File: config.mk
export PLATFORM = sky130hd
export DESIGN_NAME = twmr_master_rx
export DESIGN_NICKNAME = d
export VERILOG_FILES = /design/src/verilog/twmr_pkg.sv /design/src/verilog/twmr_master_rx.sv
export SDC_FILE = /design/constraint.sdc
export NUM_CORES = 1
export LEC_CHECK = 0
export BUFFER_PORTS_ARGS = -buffer_cell sky130_fd_sc_hd__buf_2
export CAP_MARGIN = 0
export CELL_PAD_IN_SITES_DETAIL_PLACEMENT = 1
export CELL_PAD_IN_SITES_GLOBAL_PLACEMENT = 2
export CORE_UTILIZATION = 35
export CTS_CLUSTER_SIZE = 28
export DETAILED_ROUTE_END_ITERATION = 10
export HOLD_SLACK_MARGIN = 0.1
export PLACE_DENSITY_LB_ADDON = 0.1
export SYNTH_ARGS = -nofsm -noshare
export SYNTH_HDL_FRONTEND = slang
export SYNTH_SLANG_ARGS = --single-unit
File: constraint.sdc
create_clock -name clk_i -period 7.3 [get_ports clk_i]
set_clock_uncertainty 0.2 [all_clocks]
set_input_delay 0.365 -clock clk_i [delete_from_list [all_inputs] [get_ports clk_i]]
set_output_delay 0.365 -clock clk_i [all_outputs]
set_load 0.005 [all_outputs]
File: src/verilog/twmr_pkg.sv
// constants, status codes and state carrier for the two-wire master receiver
package twmr_pkg;

    // timing
    localparam int CLK_PERIOD_PS = 8000;
    localparam int HALF_BIT_NS = 5000;
    localparam int HALF_BIT_CYC = (HALF_BIT_NS * 1000 + CLK_PERIOD_PS - 1) / CLK_PERIOD_PS;
    localparam int TIMER_W = 12;

    // register byte offsets on the wishbone bus
    localparam logic [7:0] OFF_CTRL = 8'h00;
    localparam logic [7:0] OFF_STAT = 8'h04;
    localparam logic [7:0] OFF_DATA = 8'h08;
    localparam logic [7:0] OFF_EVT = 8'h0C;
    localparam logic [7:0] OFF_MASK = 8'h10;

    // serial_control_reg field positions
    localparam int CB_FLAG = 7;
    localparam int CB_ACK = 6;
    localparam int CB_BEGIN = 5;
    localparam int CB_STOP = 4;
    localparam int CB_WC = 3;
    localparam int CB_EN = 2;
    localparam int CB_IE = 0;

    // event bits of the sticky event register and its mask
    localparam int EV_DONE = 0;
    localparam int EV_ARB = 1;
    localparam int EV_STOP = 2;
    localparam int EV_W = 3;

    // reset values
    localparam logic [7:0] CTRL_RST = 8'h00;
    localparam logic [7:0] DATA_RST = 8'hFF;

    // bus_status_reg codes, prescaler bits zero
    localparam logic [7:0] SC_START = 8'h08;
    localparam logic [7:0] SC_RSTART = 8'h10;
    localparam logic [7:0] SC_MT_AACK = 8'h18;
    localparam logic [7:0] SC_MT_ANACK = 8'h20;
    localparam logic [7:0] SC_MT_DACK = 8'h28;
    localparam logic [7:0] SC_MT_DNACK = 8'h30;
    localparam logic [7:0] SC_ARB_LOST = 8'h38;
    localparam logic [7:0] SC_MR_AACK = 8'h40;
    localparam logic [7:0] SC_MR_ANACK = 8'h48;
    localparam logic [7:0] SC_MR_DACK = 8'h50;
    localparam logic [7:0] SC_MR_DNACK = 8'h58;
    localparam logic [7:0] SC_NO_INFO = 8'hF8;

    typedef enum logic [3:0] {
        ST_IDLE,
        ST_HOLD,
        ST_RS_A,
        ST_RS_B,
        ST_START_A,
        ST_START_B,
        ST_BIT_LO,
        ST_BIT_HI,
        ST_STOP_A,
        ST_STOP_B,
        ST_STOP_C
    } twmr_state_t;

    typedef struct packed {
        twmr_state_t state;
        logic [TIMER_W-1:0] timer;
        logic [3:0] bitn;
        logic [7:0] shift;
        logic [7:0] ctrl;
        logic [7:0] status;
        logic [7:0] data;
        logic [EV_W-1:0] evt;
        logic [EV_W-1:0] mask;
        logic busy;
        logic master;
        logic txmode;
        logic rep;
        logic addr_ph;
        logic [2:0] scl_s;
        logic [2:0] sda_s;
        logic scl_f;
        logic sda_f;
        logic scl_oe_n;
        logic sda_oe_n;
        logic ack;
        logic irq;
        logic [7:0] rdata;
    } twmr_regs_t;

endpackage : twmr_pkg

File: src/verilog/twmr_master_rx.sv
// two-wire master receiver with wishbone register slave
//
// Implementation choices: the Wishbone slave port and the address map.
`timescale 1ns/1ps
module twmr_master_rx #(
    parameter logic [twmr_pkg::TIMER_W-1:0] HALF_CYC = twmr_pkg::TIMER_W'(twmr_pkg::HALF_BIT_CYC)
) (
    input wire logic clk_i,
    input wire logic rst_i,
    input wire logic wb_cyc_i,
    input wire logic wb_stb_i,
    input wire logic wb_we_i,
    input wire logic [7:0] wb_adr_i,
    input wire logic [3:0] wb_sel_i,
    input wire logic [31:0] wb_dat_i,
    output logic [31:0] wb_dat_o,
    output logic wb_ack_o,
    input wire logic scl_i,
    output logic scl_o,
    output logic scl_oe_n_o,
    input wire logic sda_i,
    output logic sda_o,
    output logic sda_oe_n_o,
    output logic irq_o
);

    twmr_pkg::twmr_regs_t r;
    twmr_pkg::twmr_regs_t n;
    logic wr;
    logic [7:0] wd;
    logic smp;
    logic ours;
    logic lost;

    function automatic logic [7:0] read_reg(input twmr_pkg::twmr_regs_t s,
                                            input logic [7:0] adr);
        logic [7:0] v;
        v = 8'h00;
        case (adr)
            twmr_pkg::OFF_CTRL: v = s.ctrl;
            twmr_pkg::OFF_STAT: v = s.status;
            twmr_pkg::OFF_DATA: v = s.data;
            twmr_pkg::OFF_EVT: v = {5'h00, s.evt};
            twmr_pkg::OFF_MASK: v = {5'h00, s.mask};
            default: v = 8'h00;
        endcase
        return v;
    endfunction : read_reg

    // end of a bus step: flag up, code out, park in hold
    function automatic twmr_pkg::twmr_regs_t finish(input twmr_pkg::twmr_regs_t s,
                                                    input logic [7:0] code);
        twmr_pkg::twmr_regs_t t;
        t = s;
        t.ctrl[twmr_pkg::CB_FLAG] = 1'b1;
        t.status = code;
        t.evt[twmr_pkg::EV_DONE] = 1'b1;
        t.state = twmr_pkg::ST_HOLD;
        return t;
    endfunction : finish

    // value for the data line during a bit: oe_n high releases, low pulls to zero
    function automatic logic bit_oe_n(input twmr_pkg::twmr_regs_t s);
        logic v;
        v = 1'b1;
        // the address byte is always sent by us, whatever its direction bit says
        if (s.bitn < 4'h8) begin
            v = (s.txmode | s.addr_ph) ? s.shift[7] : 1'b1;
        end else begin
            v = (s.txmode | s.addr_ph) ? 1'b1 : ~s.ctrl[twmr_pkg::CB_ACK];
        end
        return v;
    endfunction : bit_oe_n

    always_comb begin
        n = r;
        wd = wb_dat_i[7:0];
        smp = 1'b0;
        ours = 1'b0;
        lost = 1'b0;

        // three-stage sampling; a level counts once stages two and three agree
        n.scl_s = {r.scl_s[1:0], scl_i};
        n.sda_s = {r.sda_s[1:0], sda_i};
        if (r.scl_s[1] == r.scl_s[2]) begin
            n.scl_f = r.scl_s[2];
        end
        if (r.sda_s[1] == r.sda_s[2]) begin
            n.sda_f = r.sda_s[2];
        end
        // bus busy tracking from START and STOP seen on the wires
        if (r.scl_f && n.scl_f) begin
            if (r.sda_f && !n.sda_f) begin
                n.busy = 1'b1;
            end
            if (!r.sda_f && n.sda_f) begin
                n.busy = 1'b0;
            end
        end

        if (r.timer != '0) begin
            n.timer = r.timer - 1'b1;
        end

        // wishbone: ack one cycle after the request, write lands on the ack edge
        n.ack = wb_cyc_i & wb_stb_i & ~r.ack;
        if (n.ack) begin
            n.rdata = read_reg(r, wb_adr_i);
        end
        wr = wb_cyc_i & wb_stb_i & wb_we_i & r.ack & wb_sel_i[0];
        if (wr) begin
            case (wb_adr_i)
                twmr_pkg::OFF_CTRL: begin
                    n.ctrl[twmr_pkg::CB_ACK] = wd[twmr_pkg::CB_ACK];
                    n.ctrl[twmr_pkg::CB_BEGIN] = wd[twmr_pkg::CB_BEGIN];
                    n.ctrl[twmr_pkg::CB_STOP] = wd[twmr_pkg::CB_STOP];
                    n.ctrl[twmr_pkg::CB_EN] = wd[twmr_pkg::CB_EN];
                    n.ctrl[twmr_pkg::CB_IE] = wd[twmr_pkg::CB_IE];
                    if (wd[twmr_pkg::CB_FLAG]) begin
                        n.ctrl[twmr_pkg::CB_FLAG] = 1'b0;
                    end
                end
                twmr_pkg::OFF_DATA: begin
                    // data may only change while the engine is parked on the flag
                    if (r.ctrl[twmr_pkg::CB_FLAG]) begin
                        n.data = wd;
                        n.ctrl[twmr_pkg::CB_WC] = 1'b0;
                    end else begin
                        n.ctrl[twmr_pkg::CB_WC] = 1'b1;
                    end
                end
                twmr_pkg::OFF_EVT: n.evt = r.evt & ~wd[twmr_pkg::EV_W-1:0];
                twmr_pkg::OFF_MASK: n.mask = wd[twmr_pkg::EV_W-1:0];
                default: n.rdata = n.rdata;
            endcase
        end

        // bus engine; event sets below come after the clears so a set wins
        if (!r.ctrl[twmr_pkg::CB_EN]) begin
            n.state = twmr_pkg::ST_IDLE;
            n.scl_oe_n = 1'b1;
            n.sda_oe_n = 1'b1;
            n.master = 1'b0;
        end else begin
            case (r.state)
                twmr_pkg::ST_IDLE: begin
                    n.scl_oe_n = 1'b1;
                    n.sda_oe_n = 1'b1;
                    n.master = 1'b0;
                    if (r.ctrl[twmr_pkg::CB_BEGIN] && !r.ctrl[twmr_pkg::CB_FLAG]
                        && !r.busy) begin
                        n.rep = 1'b0;
                        n.master = 1'b1;
                        n.sda_oe_n = 1'b0;
                        n.timer = HALF_CYC;
                        n.state = twmr_pkg::ST_START_A;
                    end
                end
                twmr_pkg::ST_START_A: begin
                    if (r.timer == '0) begin
                        n.scl_oe_n = 1'b0;
                        n.timer = HALF_CYC;
                        n.state = twmr_pkg::ST_START_B;
                    end
                end
                twmr_pkg::ST_START_B: begin
                    if (r.timer == '0) begin
                        n = finish(n, r.rep ? twmr_pkg::SC_RSTART : twmr_pkg::SC_START);
                    end
                end
                twmr_pkg::ST_HOLD: begin
                    // clock stays low while flag is up and we own the bus
                    n.scl_oe_n = ~r.master;
                    if (!r.ctrl[twmr_pkg::CB_FLAG]) begin
                        case (r.status)
                            twmr_pkg::SC_START, twmr_pkg::SC_RSTART: begin
                                n.shift = r.data;
                                n.txmode = ~r.data[0];
                                n.addr_ph = 1'b1;
                                n.bitn = 4'h0;
                                n.timer = HALF_CYC;
                                n.state = twmr_pkg::ST_BIT_LO;
                            end
                            twmr_pkg::SC_ARB_LOST: begin
                                // lines already released; idle restarts if begin is set
                                n.state = twmr_pkg::ST_IDLE;
                                n.status = twmr_pkg::SC_NO_INFO;
                            end
                            twmr_pkg::SC_MR_AACK, twmr_pkg::SC_MR_DACK: begin
                                n.txmode = 1'b0;
                                n.addr_ph = 1'b0;
                                n.bitn = 4'h0;
                                n.timer = HALF_CYC;
                                n.state = twmr_pkg::ST_BIT_LO;
                            end
                            default: begin
                                if (r.ctrl[twmr_pkg::CB_STOP]) begin
                                    n.sda_oe_n = 1'b0;
                                    n.timer = HALF_CYC;
                                    n.state = twmr_pkg::ST_STOP_A;
                                end else if (r.ctrl[twmr_pkg::CB_BEGIN]) begin
                                    n.sda_oe_n = 1'b1;
                                    n.timer = HALF_CYC;
                                    n.state = twmr_pkg::ST_RS_A;
                                end else if (r.txmode) begin
                                    n.shift = r.data;
                                    n.addr_ph = 1'b0;
                                    n.bitn = 4'h0;
                                    n.timer = HALF_CYC;
                                    n.state = twmr_pkg::ST_BIT_LO;
                                end
                            end
                        endcase
                    end
                end
                twmr_pkg::ST_RS_A: begin
                    if (r.timer == '0) begin
                        n.scl_oe_n = 1'b1;
                        n.timer = HALF_CYC;
                        n.state = twmr_pkg::ST_RS_B;
                    end
                end
                twmr_pkg::ST_RS_B: begin
                    // a slave stretching the clock holds the timer
                    if (!r.scl_f) begin
                        n.timer = HALF_CYC;
                    end else if (r.timer == '0) begin
                        n.sda_oe_n = 1'b0;
                        n.rep = 1'b1;
                        n.timer = HALF_CYC;
                        n.state = twmr_pkg::ST_START_A;
                    end
                end
                twmr_pkg::ST_BIT_LO: begin
                    n.sda_oe_n = bit_oe_n(r);
                    if (r.timer == '0) begin
                        n.scl_oe_n = 1'b1;
                        n.timer = HALF_CYC;
                        n.state = twmr_pkg::ST_BIT_HI;
                    end
                end
                twmr_pkg::ST_BIT_HI: begin
                    if (!r.scl_f) begin
                        n.timer = HALF_CYC;
                    end else if (r.timer == '0) begin
                        smp = r.sda_f;
                        ours = (r.txmode | r.addr_ph) ? (r.bitn < 4'h8) : (r.bitn == 4'h8);
                        lost = ours & r.sda_oe_n & ~smp;
                        if (lost) begin
                            n.scl_oe_n = 1'b1;
                            n.sda_oe_n = 1'b1;
                            n.master = 1'b0;
                            n.evt[twmr_pkg::EV_ARB] = 1'b1;
                            n = finish(n, twmr_pkg::SC_ARB_LOST);
                        end else begin
                            n.scl_oe_n = 1'b0;
                            n.timer = HALF_CYC;
                            if (r.bitn < 4'h8) begin
                                n.shift = {r.shift[6:0], smp};
                                n.bitn = r.bitn + 4'h1;
                                n.state = twmr_pkg::ST_BIT_LO;
                            end else begin
                                n.sda_oe_n = 1'b1;
                                if (r.addr_ph) begin
                                    n = finish(n, r.txmode ?
                                        (smp ? twmr_pkg::SC_MT_ANACK : twmr_pkg::SC_MT_AACK) :
                                        (smp ? twmr_pkg::SC_MR_ANACK
                                             : twmr_pkg::SC_MR_AACK));
                                end else if (r.txmode) begin
                                    n = finish(n, smp ? twmr_pkg::SC_MT_DNACK
                                                      : twmr_pkg::SC_MT_DACK);
                                end else begin
                                    n.data = r.shift;
                                    n = finish(n, r.sda_oe_n ? twmr_pkg::SC_MR_DNACK
                                                             : twmr_pkg::SC_MR_DACK);
                                end
                            end
                        end
                    end
                end
                twmr_pkg::ST_STOP_A: begin
                    if (r.timer == '0) begin
                        n.scl_oe_n = 1'b1;
                        n.timer = HALF_CYC;
                        n.state = twmr_pkg::ST_STOP_B;
                    end
                end
                twmr_pkg::ST_STOP_B: begin
                    if (!r.scl_f) begin
                        n.timer = HALF_CYC;
                    end else if (r.timer == '0) begin
                        n.sda_oe_n = 1'b1;
                        n.timer = HALF_CYC;
                        n.state = twmr_pkg::ST_STOP_C;
                    end
                end
                twmr_pkg::ST_STOP_C: begin
                    if (r.timer == '0) begin
                        // begin still set sends START from idle once the bus is free
                        n.ctrl[twmr_pkg::CB_STOP] = 1'b0;
                        n.evt[twmr_pkg::EV_STOP] = 1'b1;
                        n.master = 1'b0;
                        n.status = twmr_pkg::SC_NO_INFO;
                        n.state = twmr_pkg::ST_IDLE;
                    end
                end
                default: n.state = twmr_pkg::ST_IDLE;
            endcase
        end

        n.irq = (|(n.evt & n.mask)) | (n.ctrl[twmr_pkg::CB_FLAG] & n.ctrl[twmr_pkg::CB_IE]);
    end

    always_ff @(posedge clk_i) begin
        if (rst_i) begin
            r <= '0;
            r.state <= twmr_pkg::ST_IDLE;
            r.ctrl <= twmr_pkg::CTRL_RST;
            r.status <= twmr_pkg::SC_NO_INFO;
            r.data <= twmr_pkg::DATA_RST;
            r.scl_s <= 3'h7;
            r.sda_s <= 3'h7;
            r.scl_f <= 1'b1;
            r.sda_f <= 1'b1;
            r.scl_oe_n <= 1'b1;
            r.sda_oe_n <= 1'b1;
        end else begin
            r <= n;
        end
    end

    assign wb_dat_o = {24'h000000, r.rdata};
    assign wb_ack_o = r.ack;
    assign irq_o = r.irq;
    assign scl_oe_n_o = r.scl_oe_n;
    assign sda_oe_n_o = r.sda_oe_n;
    // open drain: only ever pulls low
    assign scl_o = 1'b0;
    assign sda_o = 1'b0;

endmodule : twmr_master_rx

**Yosys cells after proc, flatten, opt, wreduce, memory -nomap -nowiden**

Cells that the tools add are included.
W data, S select, Z words.

- Add/sub/neg operators: 2
- Magnitude comparators: 1
- Equal/unequal tests: 59
- Multiplexer cells: 108
- Bitwise gates (word level): 21
- Reduce and logical (&&, ||, !) cells: 37

Operators by type and width:

| operator | number |
|---|---|
| $mux W83 | 3 |
| $mux W16 | 9 |
| $pmux W12 S10 | 1 |
| $mux W55 | 2 |
| $mux W12 | 8 |
| $mux W46 | 2 |
| $mux W67 | 1 |
| $mux W28 | 2 |
| $mux W8 | 7 |
| $pmux W8 S2 | 3 |
| $reduce_and A12 Y1 | 4 |
| $ne A2 B2 Y1 const B | 22 |
| $pmux W4 S11 | 1 |
| $pmux W8 S5 | 1 |
| $pmux W12 S3 | 1 |
| $mux W1 | 33 |
| $mux W4 | 8 |
| $pmux W16 S2 | 1 |
| $pmux W8 S4 | 1 |
| $eq A8 B4 Y1 const B | 3 |
| $pmux W10 S2 | 1 |
| $eq A4 B3 Y1 const B | 4 |
| $eq A4 B4 Y1 const B | 4 |
| $eq A8 B5 Y1 const B | 2 |
| other kinds (54) | 104 |

- Flip-flop bits (word level): 82
- Output and inout port bits: 38
- Word-level logic and storage cells: 251

**Logic depth before layout (Yosys ltp)**

- Depth after elaboration: 18
- Mapped depth: 11

**Worst setup path after synthesis**

OpenSTA, ideal clock, no wires.

- Path kind: input to register
- Start point: in wb_adr_i[4]
- End point: reg r[31] (netlist name)
- Library setup time: 0.123 ns
- Arrival: 2.214 ns
- Required time: 6.977 ns
- Setup slack: 4.762 ns
- Stages on the path: 8
- Path through: clkbuf_1 or3_1 nor2_1 and4_1 clkbuf_1 mux2i_1 a21oi_1 or2_2

- Cells in the longest elaborated chain, start to end: 11
- Elaborated cells on any way between the ends: 12

Ends and longest elaborated chain:

| element | line | source |
|---|---|---|
| start: declaration | twmr_master_rx.sv:13 | `input wire logic [7:0] wb_adr_i,` |
| $eq A8 B4 Y1 (*) | twmr_master_rx.sv:112 | `case (wb_adr_i)` |
| $mux W8 (*) | twmr_master_rx.sv:112 |  |
| $mux W14 (*) | twmr_master_rx.sv:111 | `if (wr) begin` |
| $mux W46 | twmr_master_rx.sv:269 | `end else if (r.txmode) begin` |
| $mux W46 | twmr_master_rx.sv:264 | `if (r.addr_ph) begin` |
| $mux W55 | twmr_master_rx.sv:258 | `if (r.bitn < 4'h8) begin` |
| $mux W83 | twmr_master_rx.sv:249 | `if (lost) begin` |
| $mux W83 | twmr_master_rx.sv:245 | `end else if (r.timer == '0) begin` |
| $mux W67 | twmr_master_rx.sv:243 | `if (!r.scl_f) begin` |
| $pmux W8 S2 | twmr_master_rx.sv:145 | `case (r.state)` |
| $mux W55 (*) | twmr_master_rx.sv:139 | `if (!r.ctrl[twmr_pkg::CB_EN]) begin` |
| end signal: assignment | twmr_master_rx.sv:328 | `r <= n;` |
| end: declaration | twmr_master_rx.sv:27 | `twmr_pkg::twmr_regs_t r;` |

Every way passes the cells marked *; elsewhere a longest branch is shown, timed or not. The select of a mux whose other input is x is not followed.
A chain may end at the register's enable or synchronous reset.

**Worst setup path in the final report**

- Start point: reg r[72] (netlist name)
- End point: reg r[35] (netlist name)

- Cells in the longest elaborated chain, start to end: 5

Ends and longest elaborated chain:

| element | line |
|---|---|
| $logic_not A12 Y1 | twmr_master_rx.sv:245 |
| $mux W83 | twmr_master_rx.sv:245 |
| $mux W67 | twmr_master_rx.sv:243 |
| $pmux W8 S2 | twmr_master_rx.sv:145 |
| $mux W55 | twmr_master_rx.sv:139 |

Every way passes these cells. The select of a mux whose other input is x is not followed.

==> flow_metrics.env <==
export IMPL_final_nets=682
export IMPL_final_area_sq_mm=0.00534
export IMPL_ys_ff_latch=79
export IMPL_hold_viol_final=0
export IMPL_ys_types=72
export IMPL_tightest_slew_ns=1.18
export IMPL_synth_top_area_share=0.325
export IMPL_cp_startpoint="r[72]"
export IMPL_tns_ns=0
export IMPL_clockRootBuffer="clkbuf_16"
export IMPL_ctsLongestPathBuffers=2
export IMPL_design_core_area_sq_mm=0.0134
export IMPL_reg2reg_depth=7
export IMPL_drcViolationCount=0
export IMPL_die_h_um=120
export IMPL_hp_start="wb_dat_i[2]"
export IMPL_ys_flop_type="dfxtp_1"
export IMPL_gp_congestion=0.830
export IMPL_synth_avg_cell_area_sq_um=7.92
export IMPL_min_path_type="input port to register"
export IMPL_grt_pass1_wl_um=24400
export IMPL_yosys_top_cells_area="dfxtp_1 (32%), buf_4 (5.2%), mux2i_1 (4.5%), nor2_1 (4.0%), o21ai_0 (3.9%)"
export IMPL_pre_cts_ws_ns=4.01
export IMPL_syn_inst=615
export IMPL_die_w_um=120
export IMPL_min_path_cells=3
export IMPL_max_cap_violations=0
export IMPL_multiInputGateArea_sq_mm=0.00291
export IMPL_final_cell_mix="dfxtp_1 (79), nor2_1 (52), nand2_1 (40)"
export IMPL_hold_buffers=3
export IMPL_regArea_sq_mm=0.00158
export IMPL_dpl_hpwl_um=11000
export IMPL_r2r_start="r[72]"
export IMPL_yosysSeqAreaShare=0.325
export IMPL_slew_headroom=0.207
export IMPL_fillers=1652
export IMPL_num_io_pins=89
export IMPL_synth_cell_area_sq_mm=0.00487
export IMPL_rsz0062_at_grt="false"
export IMPL_area_delta_synth_final_pct=9.56
export IMPL_tritoncts="built"
export IMPL_cp_arrival_ns=3.35
export IMPL_clkSinkCount=79
export IMPL_grt_pass1_vias=4478
export IMPL_powerDensity_mw_per_mm2=222
export IMPL_drt_initial_drc_count=302
export IMPL_synthArstFlopShare=0
export IMPL_first_pass_iters=5
export IMPL_endpoint_kind="register"
export IMPL_ant_nets=0
export IMPL_cp_max_fo=23
export IMPL_yosys_area_top_type="dfxtp_1"
export IMPL_wl_per_cell_um=18.7
export IMPL_layout_drive_gt1_share=0.154
export IMPL_postRouteWirelength_um=15100
export IMPL_setup_slack_ns=3.99
export IMPL_cts_resized=0
export IMPL_fin_crit_ns=3.31
export IMPL_track_usage=0.218
export IMPL_report_final_slew_viol_count=0
export IMPL_dieArea_sq_mm=0.0144
export IMPL_startpoint_type="register"
export IMPL_cts_clk_slew_worst_paths_ns=0.07
export IMPL_clock_latency_ns=0.35
export IMPL_synth_warnings=0
export IMPL_finalCritPeriodShare=0.453
export IMPL_io_buffer_count=35
export IMPL_worst_hold_slack_ns=0.116
export IMPL_viasPerCell=5.68
export IMPL_cts_buffers=9
export IMPL_place_area_sq_mm=0.00500
export IMPL_finalSetupViolCount=0
export IMPL_start_util=0.363
export IMPL_htreeDepth=3
export IMPL_leakagePower_nw=2.01
export IMPL_ir_worst_vdd_mv=0.115
export IMPL_cts_setup_buffers=0
export IMPL_antenna_found_initial=0
export IMPL_dr_total_vias=4564
export IMPL_overflow=0
export IMPL_worstPathRequired_ns=7.34
export IMPL_synth_edf_count=0
export IMPL_n_antenna_cell=0
export IMPL_final_common_cell="dfxtp_1"
export IMPL_grt_max_degree=75
export IMPL_fmax_mhz=302
export IMPL_critical_path_class="register to register"
export IMPL_std_cell_rows=42
export IMPL_status="finished clean"
==> sequential cells by signal (all words and copies together), names as in the netlist <==
register    count
wb_ack_o        1
sda_oe_n_o      1
irq_o           1
r              67
scl_oe_n_o      1
wb_dat_o        8
==> synth_stat cells, drive strengths merged, types with 11 or more instances <==
cell type and count:
nand2 40, nor2b 11, a21oi 35, nand3 28, nor3 28, dfxtp 79
clkbuf 33, or2 19, inv 16, o21ai 39, buf 41, nor2 54
mux2i 22, a22oi 20
==> final cells by class <==
type	count	area share
clock inverter	7	0.0148
timing repair buffer	46	0.0497
sequential	79	0.296
multi-input combinational	471	0.544
clock buffer	9	0.0422
inverter	16	0.0113
tap	176	0.0413
==> where the power goes <==
group | internal (W) | switching [W] | total [W]
Clock | 0.000269 | 0.000205 | 0.000475
Combinational | 0.0000853 | 0.000143 | 0.000228
Sequential | 0.000456 | 0.0000279 | 0.000484
==> layer usage <==
metal	up-vias	share of wire	track usage
met2	113	0.45	0.341
li1	2207	-	-
met1	2227	0.49	0.305
met3	17	0.039	0.0280
met4	0	0.016	0.0773
met5	-	0	0
==> critical path: stages, from the launching register on <==
cell and delay (ns):
dfxtp_1 0.34, nor4_4 0.49, and3_4 0.50, inv_2 0.23, or4_1 0.88, nor2_1 0.20, a21oi_1 0.05, or2_2 0.29
==> final timing paths <==
kind	to	slack [ns]
setup / recovery	r[35]	3.99
hold / removal	r[49]	0.12
setup reg to reg	r[35]	3.99
hold reg to reg	r[18]	0.21
==> kinds of logic after synthesis <==
group                      share of synthesized area
and+or+nand+nor                                0.257
AOI/OAI and AO/OA                              0.224
buffers and inverters                         0.0981
DFF                                            0.325
muxes                                         0.0545
xor gates and xnor gates                      0.0198
adders and majority gates                     0.0206
other                                       0.000770
==> stage by stage <==
stage          cells  total power (W)  utilization
2_1_floorplan    640         0.000667            -
6_report         804          0.00119        0.398
4_1_cts          804          0.00120        0.398
3_3_place_gp     785         0.000713        0.373
5_1_grt          804          0.00125        0.398
3_5_place_dp     785         0.000723        0.373
(Power assumes the default switching activity.)
